### config.mk
export PLATFORM = sky130hd
export DESIGN_NAME = osd_top
export DESIGN_NICKNAME = d
export VERILOG_FILES = /design/src/osd_pkg.sv /design/src/osd_dec_if.sv /design/src/osd_top.sv /design/src/osd_decode.sv
export VERILOG_INCLUDE_DIRS = /design/src
export SDC_FILE = /design/constraint.sdc
export NUM_CORES = 1
export LEC_CHECK = 0
export ABC_CLOCK_PERIOD_IN_PS = 12260
export BUFFER_PORTS_ARGS = -buffer_cell sky130_fd_sc_hd__buf_2
export CAP_MARGIN = 20
export CORE_MARGIN = 1.5
export CORE_UTILIZATION = 34
export DETAILED_ROUTE_END_ITERATION = 8
export SLEW_MARGIN = 20
export SYNTH_ARGS = -nofsm -noshare
export SYNTH_HDL_FRONTEND = slang
export SYNTH_SLANG_ARGS = --single-unit
### constraint.sdc
create_clock -name MCLK_IN -period 12.26 [get_ports MCLK_IN]
set_input_delay 0.613 -clock MCLK_IN [delete_from_list [all_inputs] [get_ports MCLK_IN]]
set_output_delay 0.613 -clock MCLK_IN [all_outputs]
set_load 0.02 [all_outputs]
### src/osd_params.svh
// Constants of the octal serial I/O decoder: offsets, fields, reset values
`ifndef OSD_PARAMS_SVH
`define OSD_PARAMS_SVH

// ****************************************************************
// Register offsets (byte addresses on the register bus)
// ****************************************************************
`define OSD_REG_CONFIG   8'h00
`define OSD_REG_ROUTE    8'h04
`define OSD_REG_STATUS   8'h08
`define OSD_REG_MASK     8'h0c
`define OSD_REG_STATE    8'h10

// ****************************************************************
// Reset values
// ****************************************************************
// All base links fitted except the A8 one: group at 0x100
`define OSD_RST_BASE     6'h2f
`define OSD_RST_RELOC    4'h0
`define OSD_RST_SEL_A    4'h0
`define OSD_RST_SEL_B    4'h1
`define OSD_RST_MASK     4'h0

// ****************************************************************
// COM window addresses, bits 9 to 3
// ****************************************************************
`define OSD_COM1_WIN     7'h7f
`define OSD_COM2_WIN     7'h5f
`define OSD_COM3_WIN     7'h7d
`define OSD_COM4_WIN     7'h5d

// ****************************************************************
// Interrupt routing: ten choices, the first five on the narrow bus
// ****************************************************************
`define OSD_NUM_LINES    10
`define OSD_NARROW_LINES 4'h5

// ****************************************************************
// Status bit positions
// ****************************************************************
`define OSD_EV_CHIP0     0
`define OSD_EV_CHIP1     1
`define OSD_EV_CONFLICT  2
`define OSD_EV_ACCESS    3

`endif

### src/osd_pkg.sv
// Types shared by the octal serial I/O decoder modules
`default_nettype none

package osd_pkg;

    // ****************************************************************
    // Link settings held in software registers
    // ****************************************************************
    typedef struct packed {
        logic [5:0] base_address_links;  // Bit 5 is A9; 1 = link fitted
        logic [3:0] com_relocate_links;  // Channel n moved to COM n+1
        logic       upper_disable;       // Channels 4-7 not decoded
        logic       irq_merge;           // Both chips onto side A
        logic       zero_wait_option;    // Zero-wait-state cycles
        logic [3:0] sel_a;               // Line index for side A
        logic       en_a;                // Side A link fitted
        logic [3:0] sel_b;               // Line index for side B
        logic       en_b;                // Side B link fitted
    } osd_cfg_s;

    // ****************************************************************
    // Whole state of the top module
    // ****************************************************************
    typedef struct packed {
        osd_cfg_s    cfg;           // Link settings
        logic [3:0]  status;        // Sticky events
        logic [3:0]  mask;          // Event enables
        logic        pready;        // Access phase answer
        logic [31:0] prdata;        // Read data
        logic        pslverr;       // Unmapped address
        logic [7:0]  cs_n;          // Channel selects, active low
        logic        zws_oe;        // Zero-wait pull-down enable
        logic [9:0]  irq_o;         // Host interrupt levels
        logic [9:0]  irq_oe;        // Host interrupt enables
        logic        int_line;      // Register interrupt
        logic [1:0]  chip_irq_prev; // Edge detect of chip interrupts
        logic        hit_prev;      // Edge detect of board access
    } osd_state_s;

endpackage : osd_pkg

`default_nettype wire

### src/osd_dec_if.sv
// Carrier between the top module and the address decoder
`default_nettype none

interface osd_dec_if;
    logic [9:0]       addr;     // Host address bits 9 to 0
    osd_pkg::osd_cfg_s cfg;     // Link settings
    logic [7:0]       chan_sel; // One-hot channel hit
    logic             conflict; // Group and COM window overlap

    // Decoder side
    modport decoder (input addr, input cfg, output chan_sel, output conflict);
    // User side
    modport user (output addr, output cfg, input chan_sel, input conflict);
endinterface : osd_dec_if

`default_nettype wire

### src/osd_top.sv
// Top of the octal serial I/O decoder: host decode, interrupt routing, APB registers
//
// The address map and register access over APB were left to the implementer.
`default_nettype none
`include "osd_params.svh"

module osd_top
(
    input  wire logic        MCLK_IN,            // 200 MHz clock
    input  wire logic        RESETN_IN,          // Asynchronous reset, active low
    // APB register port
    input  wire logic        PSEL_IN,            // Slave select
    input  wire logic        PENABLE_IN,         // Access phase
    input  wire logic        PWRITE_IN,          // Write when high
    input  wire logic [7:0]  PADDR_IN,           // Byte address
    input  wire logic [31:0] PWDATA_IN,          // Write data
    output var  logic        PREADY_OUT,         // Transfer done
    output var  logic [31:0] PRDATA_OUT,         // Read data
    output var  logic        PSLVERR_OUT,        // Unmapped address
    // Host expansion bus
    input  wire logic [9:0]  SA_IN,              // Address bits 9 to 0
    input  wire logic        IOR_N_IN,           // I/O read, active low
    input  wire logic        IOW_N_IN,           // I/O write, active low
    input  wire logic        AEN_IN,             // DMA cycle when high
    input  wire logic        WIDE_BUS_IN,        // Wide connector present
    output var  logic        ZWS_N_O_OUT,        // Zero-wait level, always low
    output var  logic        ZWS_N_OE_OUT,       // Zero-wait pull-down enable
    output var  logic [9:0]  IRQ_O_OUT,          // Host interrupt levels
    output var  logic [9:0]  IRQ_OE_OUT,         // Host interrupt enables
    // Quad UART chips
    input  wire logic [1:0]  CHIP_IRQ_IN,        // Interrupt of each chip
    output var  logic [7:0]  CHAN_CS_N_OUT,      // Channel selects, active low
    // Register interrupt
    output var  logic        INT_OUT             // High while unmasked event set
);

    // ****************************************************************
    // State and decoder
    // ****************************************************************
    osd_pkg::osd_state_s st_q;   // Registered state
    osd_pkg::osd_state_s st_d;   // Next state
    osd_dec_if           dec (); // Decoder carrier

    logic        io_cycle;   // Valid non-DMA I/O cycle
    logic        hit;        // Board selected this cycle
    logic        apb_done;   // Access phase completes at this edge
    logic [3:0]  events;     // Event pulses for status
    logic [31:0] rd_word;    // Read mux result
    logic        rd_ok;      // Address is mapped

    // Decoder sees the live address and the current settings
    assign dec.addr = SA_IN;
    assign dec.cfg  = st_q.cfg;

    osd_decode u_decode
    (
        .dec (dec)
    );

    // ****************************************************************
    // Line permission
    // ****************************************************************
    // Narrow-bus lines are IRQ3, 4, 5, 7, 9; the rest need the wide connector
    function automatic logic line_ok(input logic [3:0] sel, input logic wide);
        line_ok = (sel < `OSD_NARROW_LINES) ||
                  (wide && (sel < 4'(`OSD_NUM_LINES)));
    endfunction

    // ****************************************************************
    // Register read mux
    // ****************************************************************
    always_comb
    begin
        rd_word = 32'h0000_0000;
        rd_ok   = 1'b1;
        case (PADDR_IN)
            `OSD_REG_CONFIG:
            begin
                rd_word[5:0]  = st_q.cfg.base_address_links;
                rd_word[11:8] = st_q.cfg.com_relocate_links;
                rd_word[12]   = st_q.cfg.upper_disable;
                rd_word[13]   = st_q.cfg.irq_merge;
                rd_word[14]   = st_q.cfg.zero_wait_option;
            end
            `OSD_REG_ROUTE:
            begin
                rd_word[3:0]  = st_q.cfg.sel_a;
                rd_word[4]    = st_q.cfg.en_a;
                rd_word[11:8] = st_q.cfg.sel_b;
                rd_word[12]   = st_q.cfg.en_b;
            end
            `OSD_REG_STATUS:
            begin
                rd_word[3:0] = st_q.status;
            end
            `OSD_REG_MASK:
            begin
                rd_word[3:0] = st_q.mask;
            end
            `OSD_REG_STATE:
            begin
                // Live view of selects, chip interrupts and bus width
                rd_word[7:0] = ~st_q.cs_n;
                rd_word[9:8] = CHIP_IRQ_IN;
                rd_word[10]  = WIDE_BUS_IN;
            end
            default:
            begin
                // Unmapped: zero data and an error answer
                rd_ok = 1'b0;
            end
        endcase
    end

    // ****************************************************************
    // Next state
    // ****************************************************************
    always_comb
    begin
        st_d = st_q;

        // Byte-wide I/O strobe without DMA; the bus width does not matter here
        io_cycle = (~IOR_N_IN || ~IOW_N_IN) && ~AEN_IN;
        hit      = io_cycle && (|dec.chan_sel);

        // Channel selects follow the decoded address
        st_d.cs_n = io_cycle ? ~dec.chan_sel : 8'hff;

        // Pull zero-wait low with the channel select when the option is set and a strobed cycle hits
        st_d.zws_oe = hit && st_q.cfg.zero_wait_option;

        // Interrupt routing per host line
        for (int i = 0; i < `OSD_NUM_LINES; i++)
        begin
            st_d.irq_o[i]  = 1'b0;
            st_d.irq_oe[i] = 1'b0;
            if (st_q.cfg.en_a && (st_q.cfg.sel_a == 4'(i)) && line_ok(st_q.cfg.sel_a, WIDE_BUS_IN))
            begin
                st_d.irq_oe[i] = 1'b1;
                if (st_q.cfg.irq_merge)
                begin
                    // Side A carries both chips
                    st_d.irq_o[i] = CHIP_IRQ_IN[0] | CHIP_IRQ_IN[1];
                end
                else
                begin
                    st_d.irq_o[i] = CHIP_IRQ_IN[0];
                end
            end
            // Side B floats while merged, so one event never fires two lines
            if (st_q.cfg.en_b && ~st_q.cfg.irq_merge && (st_q.cfg.sel_b == 4'(i)) &&
                line_ok(st_q.cfg.sel_b, WIDE_BUS_IN))
            begin
                st_d.irq_oe[i] = 1'b1;
                st_d.irq_o[i]  = st_d.irq_o[i] | CHIP_IRQ_IN[1];
            end
        end

        // Event pulses: chip interrupt rises, overlap and board access starts
        st_d.chip_irq_prev = CHIP_IRQ_IN;
        st_d.hit_prev      = hit;
        events[`OSD_EV_CHIP0]    = CHIP_IRQ_IN[0] && ~st_q.chip_irq_prev[0];
        events[`OSD_EV_CHIP1]    = CHIP_IRQ_IN[1] && ~st_q.chip_irq_prev[1];
        events[`OSD_EV_CONFLICT] = io_cycle && dec.conflict && ~st_q.hit_prev;
        events[`OSD_EV_ACCESS]   = hit && ~st_q.hit_prev;

        // APB: one wait cycle, then the answer; effects only at completion
        apb_done     = PSEL_IN && PENABLE_IN && st_q.pready;
        st_d.pready  = PSEL_IN && PENABLE_IN && ~st_q.pready;
        st_d.prdata  = (PSEL_IN && PENABLE_IN && ~st_q.pready && ~PWRITE_IN) ? rd_word : 32'h0000_0000;
        st_d.pslverr = PSEL_IN && PENABLE_IN && ~st_q.pready && ~rd_ok;

        if (apb_done && PWRITE_IN)
        begin
            case (PADDR_IN)
                `OSD_REG_CONFIG:
                begin
                    st_d.cfg.base_address_links = PWDATA_IN[5:0];
                    st_d.cfg.com_relocate_links = PWDATA_IN[11:8];
                    st_d.cfg.upper_disable      = PWDATA_IN[12];
                    st_d.cfg.irq_merge          = PWDATA_IN[13];
                    st_d.cfg.zero_wait_option   = PWDATA_IN[14];
                end
                `OSD_REG_ROUTE:
                begin
                    st_d.cfg.sel_a = PWDATA_IN[3:0];
                    st_d.cfg.en_a  = PWDATA_IN[4];
                    st_d.cfg.sel_b = PWDATA_IN[11:8];
                    st_d.cfg.en_b  = PWDATA_IN[12];
                end
                `OSD_REG_MASK:
                begin
                    st_d.mask = PWDATA_IN[3:0];
                end
                default:
                begin
                    // Read-only or unmapped: write ignored
                end
            endcase
        end

        // A read clears only what it reported, so an event landing in the access phase survives
        if (apb_done && ~PWRITE_IN && (PADDR_IN == `OSD_REG_STATUS))
        begin
            st_d.status = (st_q.status & ~st_q.prdata[3:0]) | events;
        end
        else
        begin
            st_d.status = st_q.status | events;
        end

        st_d.int_line = |(st_d.status & st_d.mask);
    end

    // ****************************************************************
    // State register
    // ****************************************************************
    always_ff @(posedge MCLK_IN or negedge RESETN_IN)
    begin
        if (!RESETN_IN)
        begin
            st_q                        <= '0;
            st_q.cfg.base_address_links <= `OSD_RST_BASE;
            st_q.cfg.com_relocate_links <= `OSD_RST_RELOC;
            st_q.cfg.sel_a              <= `OSD_RST_SEL_A;
            st_q.cfg.sel_b              <= `OSD_RST_SEL_B;
            st_q.mask                   <= `OSD_RST_MASK;
            st_q.cs_n                   <= 8'hff;
        end
        else
        begin
            st_q <= st_d;
        end
    end

    // ****************************************************************
    // Outputs, all but the constant zero-wait level straight from the state register
    // ****************************************************************
    assign PREADY_OUT    = st_q.pready;
    assign PRDATA_OUT    = st_q.prdata;
    assign PSLVERR_OUT   = st_q.pslverr;
    assign ZWS_N_O_OUT   = 1'b0;
    assign ZWS_N_OE_OUT  = st_q.zws_oe;
    assign IRQ_O_OUT     = st_q.irq_o;
    assign IRQ_OE_OUT    = st_q.irq_oe;
    assign CHAN_CS_N_OUT = st_q.cs_n;
    assign INT_OUT       = st_q.int_line;

endmodule // osd_top

`default_nettype wire

### src/osd_decode.sv
// Address decoder: group of channels and COM windows
`default_nettype none
`include "osd_params.svh"
module osd_decode
(
    osd_dec_if.decoder dec
);

    // ****************************************************************
    // COM window of a relocated channel
    // ****************************************************************
    function automatic logic [6:0] com_window(input logic [1:0] idx);
        case (idx)
            2'h0:    com_window = `OSD_COM1_WIN;
            2'h1:    com_window = `OSD_COM2_WIN;
            2'h2:    com_window = `OSD_COM3_WIN;
            default: com_window = `OSD_COM4_WIN;
        endcase
    endfunction

    logic [6:0] base_unit;  // Base in eight-byte units
    logic [6:0] rel;        // Offset from base in eight-byte units
    logic [3:0] slot;       // Next free group slot
    logic       present;    // Channel sits in the group
    logic [7:0] group_sel;  // Group hit
    logic [3:0] com_sel;    // COM window hits

    // ****************************************************************
    // Decode: group slots fill in channel order, relocated ones skipped
    // ****************************************************************
    always_comb
    begin
        // Fitted link demands a zero, open link a one
        base_unit = {~dec.cfg.base_address_links, 1'b0};
        // Below the base wraps to a large offset and misses
        rel       = dec.addr[9:3] - base_unit;
        slot      = 4'h0;
        group_sel = 8'h00;
        com_sel   = 4'h0;
        for (int i = 0; i < 8; i++)
        begin
            if (i < 4)
            begin
                present = ~dec.cfg.com_relocate_links[i];
                com_sel[i] = dec.cfg.com_relocate_links[i] &&
                             (dec.addr[9:3] == com_window(2'(i)));
            end
            else
            begin
                present = ~dec.cfg.upper_disable;
            end
            if (present)
            begin
                if (rel == {3'h0, slot})
                begin
                    group_sel[i] = 1'b1;
                end
                slot = slot + 4'h1;
            end
        end
        // On overlap the group wins over a COM window
        if (|group_sel)
        begin
            dec.chan_sel = group_sel;
        end
        else
        begin
            dec.chan_sel = {4'h0, com_sel};
        end
        dec.conflict = (|group_sel) && (|com_sel);
    end

endmodule // osd_decode

`default_nettype wire

* Word-level counts from Yosys, hierarchy flattened *
Index checks and enable logic that the tools add are counted.
Widths: inputs -> output; s select.

operators by class
  equality and inequality tests = 33
  bitwise gates (word level) = 29
  $lt $le $gt $ge = 4
  $add $sub $neg = 7
  muxes and demuxes = 78
  reductions and logical operators = 78

operators with widths
  operator             count
  $logic_and 1x1->1    64
  $mux 1               59
  $eq 7x4->1           6
  $mux 4               9
  $eq 4x3->1 const B   8
  $eq 7x7->1 const B   4
  $add 4x1->4 const B  5
  $pmux 4 s5           1
  $eq 4x2->1 const B   4
  $eq 4x4->1 const B   4
  $eq 8x4->1 const B   2
  $mux 8               2
  $not 8->8            2
  $reduce_or 8->1      2
  $mux 15              1
  $or 1x1->1           11
  $not 1->1            10
  $pmux 3 s3           1
  $and 4x4->4          2
  $eq 4x1->1 const B   2
  $eq 8x3->1 const B   1
  $eq 8x5->1 const B   1
  $logic_not 4->1      2
  $logic_not 8->1      1
  other kinds (17)     25

storage, ports and cells
  output and inout bits = 65
  logic and storage cells = 250
  input bits = 61
  bits in registers = 81

* Longest topological paths before layout *
Gate-level depths: netlist (run 1).

  depth in word-level cells = 25
  depth in mapped cells = 21
  depth with buffers taken out = 21

* Modules after synthesis *
A second synthesis (run 1) with hierarchy kept.

unflattened totals
  cell total of the unflattened synthesis = 501
  area total of the unflattened synthesis = 5052.3 um^2

modules (own cells, without submodules)
  module      area each (um^2)  times used  seq. area each (um^2)  cells an instance
  osd_top     3870.0            1           2044.5                 350
  osd_decode  1182.4            1           0.0                    151

* Worst setup path before layout (run 1) *
OpenSTA, ideal clock, no wires.

  kind = register -> register
  from = reg, netlist name dec.cfg[13]
  to = reg st_q, in the netlist CHAN_CS_N_OUT[0]
  cell stages (with the launch flop) = 22
  arrival time = 4.148 ns
  path slack = 8.035 ns
  data required time = 12.183 ns
  path buffers = 1
  period minus slack after synthesis = 4.225 ns
  cells stage by stage = dfrtp_1 -> inv_1 -> ha_1 -> buf_4 -> xnor2_1 -> ha_1 -> nor2_1 -> a31oi_2 -> ha_1 -> inv_1 -> o21ai_0 -> ha_1 -> nand2b_1 -> nand2_1 -> ha_1 -> xnor2_1 -> nor2_1 -> xor2_1 -> or3_1 -> o31a_1 -> and4bb_1 -> a31oi_1

RTL lines
  element               RTL line        text
  end signal, assigned  osd_top.sv:232  st_q <= st_d;
  end, declared         osd_top.sv:40   osd_pkg::osd_state_s st_q;

==> results of run 1 <==
## sequential cells by signal, summed over array words and instances, names as in the netlist
| name | flops |
|---|---|
| dec.cfg | 23 |
| PRDATA_OUT | 15 |
| st_q | 11 |
| IRQ_OE_OUT | 10 |
| IRQ_O_OUT | 10 |
| CHAN_CS_N_OUT | 8 |
| INT_OUT | 1 |
| PREADY_OUT | 1 |
| PSLVERR_OUT | 1 |
| ZWS_N_OE_OUT | 1 |
## cells in the mapped netlist (all sizes together) (11+ instances only)
| library cell | count |
|---|---|
| nand3 | 12 |
| inv | 24 |
| dfstp | 14 |
| buf | 66 |
| ha | 11 |
| dfrtp | 67 |
| a21oi | 15 |
| clkbuf | 13 |
| o21ai | 16 |
| mux2 | 20 |
| o22ai | 14 |
| nor2 | 31 |
| xnor2 | 18 |
| a22oi | 12 |
| nand2 | 35 |
## final cells by class
type / count / area (µm²) / share of cell area (%)
sequential: 81 / 2040 / 37.7
timing repair buffer: 86 / 439 / 8.10
multi-input combinational: 329 / 2330 / 42.9
inverter: 24 / 90.1 / 1.66
clock buffer: 10 / 229 / 4.22
clock inverter: 6 / 66.3 / 1.22
tap: 180 / 225 / 4.15
## logic make-up after synthesis
family                   synth area share (%)
AND/OR/NAND/NOR                          15.8
multiplexers                             6.67
flip-flops                               41.6
adder cells (fa/ha/maj)                  3.61
buffers and inverters                    12.7
other                                  0.0762
XOR/XNOR                                 6.64
AO/OA/AOI/OAI                            12.9
## worst min path at each step
stage,start,cells past startpoint,end,slack [ns]
2_1_floorplan,RESETN_IN,0,INT_OUT,0.32
3_3_place_gp,CHAN_CS_N_OUT[7],1,PRDATA_OUT[7],0.48
3_5_place_dp,CHAN_CS_N_OUT[7],1,PRDATA_OUT[7],0.48
4_1_cts,CHIP_IRQ_IN[0],1,st_q[1],0.43
5_1_grt,RESETN_IN,1,IRQ_O_OUT[5],0.39
6_report,RESETN_IN,1,IRQ_O_OUT[5],0.29
## metal layers
metal	up-vias	share of wire, %
li1	1743	-
met1	1799	46
met2	114	47
met3	15	5.0
met4	0	1.8
met5	-	0
## layout by cell type (no fill, tap or decap), types with 10 or more instances in the layout
cell	count
buf_2	84
dfrtp_1	67
nand2_1	35
nor2_1	31
inv_1	24
mux2_2	20
conb_1	18
xnor2_1	17
o21ai_0	15
a21oi_1	15
dfstp_2	14
o22ai_1	14
a22oi_1	12
nand3_1	12
ha_1	11
xor2_1	10
## where the power goes
group / total (mW) / internal [mW] / switching (mW) / leakage, nW
logic: 0.0530 / 0.0192 / 0.0339 / 1.37
registers: 0.272 / 0.270 / 0.00165 / 1.04
clock network: 0.265 / 0.158 / 0.107 / 0.135
## metrics by stage
stage	cells	cell area (µm²)
global placement	700	5110
finish	716	5420
floorplan	513	4980
detailed placement	700	5110
global route	716	5420
CTS	716	5410
==> results.yml, run 1 <==
critical_path:
  crit_start: "dec.cfg[13]"
  slowest_delay_ns: 0.46
  crit_chain: "inv_1 -> ha_1 -> xnor2_1 -> ha_1 -> nor2_1 -> a31oi_2 -> ha_1 -> inv_1 -> o21ai_0 -> ha_1 -> nand2b_1 -> nand2_1 -> ha_1 -> xnor2_1 -> nor2_1 -> xor2_1 -> or3_1 -> o31a_1 -> and2_1 -> a22oi_1"
  crit_path_end: "CHAN_CS_N_OUT[3]"
  cp.depth: 20
  worstSetupPathType: "flip-flop to flip-flop"
  r2r-end: "CHAN_CS_N_OUT[3]"
  r2r_slack_ns: 7.37
  crit_top_cell: "ha_1"
  arrival_ns: 5.14
  required_ns: 12.51
  path_max_fanout: 8
  reg2reg_depth: 20
  cp-start-kind: "flip-flop"
  worstPathBufferInverterCount: 2
  worst_setup_path_end_kind: "flip-flop"
  cp_slowest_cell: "dfrtp_1"
  critical-path-top-delay-family: "adder cells"
  timing.rr.start: "dec.cfg[13]"
floorplan:
  die_x_um: 123
  die_h_um: 123
  ioPinCount: 126
  start_util_pct: 35.2
  core_um2: 14000
  dieArea_um2: 15200
  rows: 43
clocking:
  cts_hold_buffers: 0
  cts_tree: "done"
  clkLatencyLatePin_ns: 0.33
  post_cts_buffers: 0
  root_buffer: "clkbuf_16"
  max-clock-path-buffers: 2
  clkSinkCount: 81
  cts_resized: 0
  cts_buffers: 9
  cts.clk_slew.worst_paths_ns: 0.06
  cts-htree-levels: 3
drt:
  post_drt_wl_per_cell_um: 16.2
  totalWireLength_um: 11600
  firstDrtPassIters: 5
  vias_per_cell: 5.13
  drc: 0
  vias: 3671
  drtIter0Drc: 316
  antenna_left: 0
timing:
  final-hold-violation-count: 0
  setup_ws_ns: 7.37
  finalSetupViolations: 0
  holdWs_ns: 0.289
  fin_skew_ns: 0.00853
  period_share_pct: 39.9
  period_minus_slack_ns: 4.89
  finalSetupTns_ns: 0
  rsz0062_at_grt: "false"
  timing.slew.headroom_pct: 49.4
  worst_pin_slew_ns: 0.755
  fmax_mhz: 205
  drv_slew: 0
final_layout:
  areaGrowthSynthToFinish_pct: 10.2
  layout.nets: 604
  drive_gt1_share_pct: 28.2
  diodes: 0
  fillers: 1427
  postLayoutCoreUtil_pct: 38.8
logic_synthesis:
  synth_cell_type_count: 72
  ys_ff_latch: 81
  syn_inst: 496
  avgSynthCellArea_um2: 9.92
  yosys.area.top_type: "dfrtp_1"
  synth_edf_count: 0
  synth_top_area_share_pct: 34.1
  async_flop_share_pct: 100
  ys_top_cells_by_area: "dfrtp_1 34%, buf_4 9.6%, dfstp_2 7.5%, mux2_2 4.6%, xnor2_1 3.0%"
  synth_ff_type: "dfrtp_1"
  synthesis.area_um2: 4920
  yosysSeqAreaShare_pct: 41.6
  synth.yosys.warnings: 0
placed_design:
  gp_routability_congestion: 0.859
  io_buffers: 85
  dp_hpwl_um: 8890
  pre_cts_slack_ns: 7.41
grt:
  grt_pass1_wl_um: 17900
  grt_max_degree: 82
  grt.busiest_layer: "met2"
  overflow: 0
  grt_util_met2_pct: 24.9
  grt_usage_pct: 15.5
  antenna_found_initial: 0
  grt_pass1_vias: 3442
  grt_util_met3_pct: 2.44
  met1_usage_pct: 21.2
run:
  cap_violations: 0
power:
  report.power.total_mw: 0.590
  p_leak_nw: 2.55
  power.density_nw_per_um2: 109
  ir_drop_mv: 0.0526
hold_path:
  hold_path.class: "input pin to asynchronous set/reset pin"
run_status:
  status: "finished, final reports clean"
No activity file was read; power rests on OpenSTA's default activity.
==> run 2: changes to the inputs <==
--- a/config.mk
+++ b/config.mk
@@ -6,7 +6,8 @@
 export SDC_FILE = /design/constraint.sdc
 export NUM_CORES = 1
 export LEC_CHECK = 0
-export ABC_CLOCK_PERIOD_IN_PS = 12260
+export ABC_AREA = 1
+export ABC_CLOCK_PERIOD_IN_PS = 4300
 export BUFFER_PORTS_ARGS = -buffer_cell sky130_fd_sc_hd__buf_2
 export CAP_MARGIN = 20
 export CORE_MARGIN = 1.5
==> constraint.sdc (replaced) <==
create_clock -name MCLK_IN -period 4.3 [get_ports MCLK_IN]
set_input_delay 0.215 -clock MCLK_IN [delete_from_list [all_inputs] [get_ports MCLK_IN]]
set_output_delay 0.215 -clock MCLK_IN [all_outputs]
set_load 0.02 [all_outputs]
==> results.yml, run 2 <==
run_status:
  status: "finished, final reports clean"
power:
  report.power.total_mw: 1.72
  ir_drop_mv: 0.254
  p_leak_nw: 2.81
  power.density_nw_per_um2: 310
floorplan:
  dieArea_um2: 15300
  die_h_um: 124
  die_x_um: 124
  ioPinCount: 126
  start_util_pct: 35.2
  rows: 43
  core_um2: 14000
timing:
  final-hold-violation-count: 0
  rsz0062_at_grt: "false"
  worst_pin_slew_ns: 0.944
  fin_skew_ns: 0.00401
  finalSetupViolations: 0
  timing.slew.headroom_pct: 37.1
  fmax_mhz: 251
  drv_slew: 0
  period_share_pct: 92.7
  period_minus_slack_ns: 3.99
  finalSetupTns_ns: 0
grt:
  grt_usage_pct: 17.2
  grt_pass1_wl_um: 19900
  grt_max_degree: 82
  grt_pass1_vias: 3952
  antenna_found_initial: 0
  overflow: 0
hold_path:
  hold_path.class: "input pin to flip-flop"
  hold_end: "st_q[2]"
  hp-start: "CHIP_IRQ_IN[1]"
  whs_path_depth: 1
drt:
  vias: 4170
  drtIter0Drc: 394
  antenna_left: 0
  firstDrtPassIters: 8
  post_drt_wl_per_cell_um: 14.7
  vias_per_cell: 4.91
  drc: 0
  totalWireLength_um: 12500
critical_path:
  worst_setup_path_end_kind: "flip-flop"
  arrival_ns: 4.21
  r2r-end: "INT_OUT"
  worstSetupPathType: "flip-flop to flip-flop"
  path_max_fanout: 5
  cp-start-kind: "flip-flop"
  reg2reg_depth: 24
  required_ns: 4.53
  timing.rr.start: "dec.cfg[13]"
  r2r_slack_ns: 0.31
logic_synthesis:
  synth_most_common_cell: "nand2_1"
  synth_edf_count: 0
  ys_top_cells_by_area: "dfrtp_1 34%, nand2_1 9.8%, buf_4 9.4%, dfstp_2 7.4%, inv_1 5.5%"
  synth_cell_type_count: 49
  ys_ff_latch: 81
  synth_top_area_share_pct: 33.9
  avgSynthCellArea_um2: 8.03
  yosys.area.top_type: "dfrtp_1"
  synth_ff_type: "dfrtp_1"
  async_flop_share_pct: 100
  synth_common_cells: "129 x nand2_1, 73 x inv_1, 67 x dfrtp_1"
  synthesis.area_um2: 4940
  syn_inst: 615
  synth.yosys.warnings: 0
  yosysSeqAreaShare_pct: 41.4
placed_design:
  dp_hpwl_um: 9720
  io_buffers: 85
  gp_routability_congestion: 0.901
final_layout:
  largest-register: "dec.cfg"
  layout_commonest_cell: "nand2_1"
  fillers: 1436
  areaGrowthSynthToFinish_pct: 12.0
  largest_reg_flops: 23
  final_cell_mix: "129 x nand2_1, 84 x buf_2, 73 x inv_1"
  layout.nets: 737
  drive_gt1_share_pct: 25.3
  diodes: 0
clocking:
  cts_tree: "done"
  clkSinkCount: 81
  max-clock-path-buffers: 2
  cts_buffers: 9
  clkLatencyLatePin_ns: 0.34
  root_buffer: "clkbuf_16"
  cts-htree-levels: 3
  cts.clk_slew.worst_paths_ns: 0.06
  post_cts_buffers: 0
run:
  cap_violations: 0
## run 2: cell count changes in the layout (fill, tap and decap cells not counted), moves of 8 or more
cell	before	now
mux2_2	20	1
o21ai_0	15	51
o22ai_1	14	2
nand2_2	0	12
a22oi_1	12	0
nand3_1	12	31
xnor2_1	17	4
nand2_1	35	129
nand4_1	3	14
inv_1	24	73
mux2i_1	8	0
nand3_2	0	9
nand2b_1	9	0
## run 2: logic make-up after synthesis
logic type                 after synthesis  synth area share (%)
AOI/OAI and AO/OA                       89                  10.2
DFF                                     81                  41.4
adders and majority gates               12                  3.19
and+or+nand+nor                        267                  26.2
buffers and inverters                  151                  16.4
xor gates and xnor gates                13                  2.30
other                                    1                0.0759
muxes                                    1                 0.228
## run 2: worst max-delay path by stage
stage | from | endpoint | slack [ns] | cells after the start
2_1_floorplan | dec.cfg[13] | INT_OUT | 0.38 | 26
3_3_place_gp | dec.cfg[14] | INT_OUT | 0.27 | 26
3_5_place_dp | dec.cfg[14] | INT_OUT | 0.14 | 26
4_1_cts | dec.cfg[14] | INT_OUT | 0.13 | 26
5_1_grt | dec.cfg[13] | INT_OUT | 0.03 | 24
6_report | dec.cfg[13] | INT_OUT | 0.31 | 24
## run 2: layer usage
layer | track usage, % | vias up | wire, µm | part of all wire [%]
met4 | 6.47 | 0 | 279 | 2.2
li1 | - | 2025 | - | -
met2 | 27.3 | 139 | 5890 | 47
met5 | 0 | - | 0 | 0
met1 | 23.0 | 1983 | 5560 | 44
met3 | 3.78 | 23 | 773 | 6.2
## run 2: through the flow
step | hold slack (ns) | instance area (µm²) | instances | setup WS (ns) | utilization, %
2_1_floorplan | -0.0806 | 5000 | 632 | 0.378 | -
3_3_place_gp | 0.359 | 5190 | 831 | 0.268 | 36.9
3_5_place_dp | 0.357 | 5190 | 831 | 0.136 | 36.9
4_1_cts | 0.0196 | 5500 | 848 | 0.125 | 39.2
5_1_grt | 0.0247 | 5530 | 849 | 0.0291 | 39.4
6_report | 0.0285 | 5530 | 849 | 0.314 | 39.4
## run 2: critical path, stage by stage, from the launching register on
cell and delay (ns):
dfrtp_1 0.38, buf_4 0.15, ha_1 0.20, o21ai_2 0.21, ha_1 0.27, nand2_1 0.10, nand2_2 0.09, ha_1 0.30
o21ai_1 0.18, inv_1 0.07, ha_1 0.28, o21ai_2 0.14, inv_1 0.06, ha_1 0.29, xnor2_1 0.16, nor3_4 0.20
nand3_2 0.15, nand4_1 0.10, nand2_1 0.09, nor2_2 0.12, nand3_2 0.09, nand3_2 0.08, nand2_2 0.06, nand2_1 0.05
nand2_1 0.05
## run 2: power breakdown
group,internal [mW],switching [mW],leakage (nW),total (mW)
combinational,0.0485,0.109,1.61,0.157
clock,0.467,0.315,0.149,0.782
sequential,0.771,0.00597,1.05,0.777
## run 2: final cells by class
| type | count | area [µm²] | share of cell area (%) |
|---|---|---|---|
| flip-flops and latches | 81 | 2040 | 37.0 |
| inverters | 80 | 303 | 5.47 |
| multi-input cells | 400 | 2170 | 39.2 |
| clock buffers | 10 | 239 | 4.32 |
| well taps | 180 | 225 | 4.07 |
| repair buffers | 92 | 489 | 8.84 |
| clock inverters | 6 | 65.1 | 1.18 |
## run 2: repair_timing
item | CTS | global route
endpoints found under the setup margin | 0 | 4
hold endpoints to repair | 1 | 44
gates resized for setup | 0 | 4
hold buffers | 1 | 1
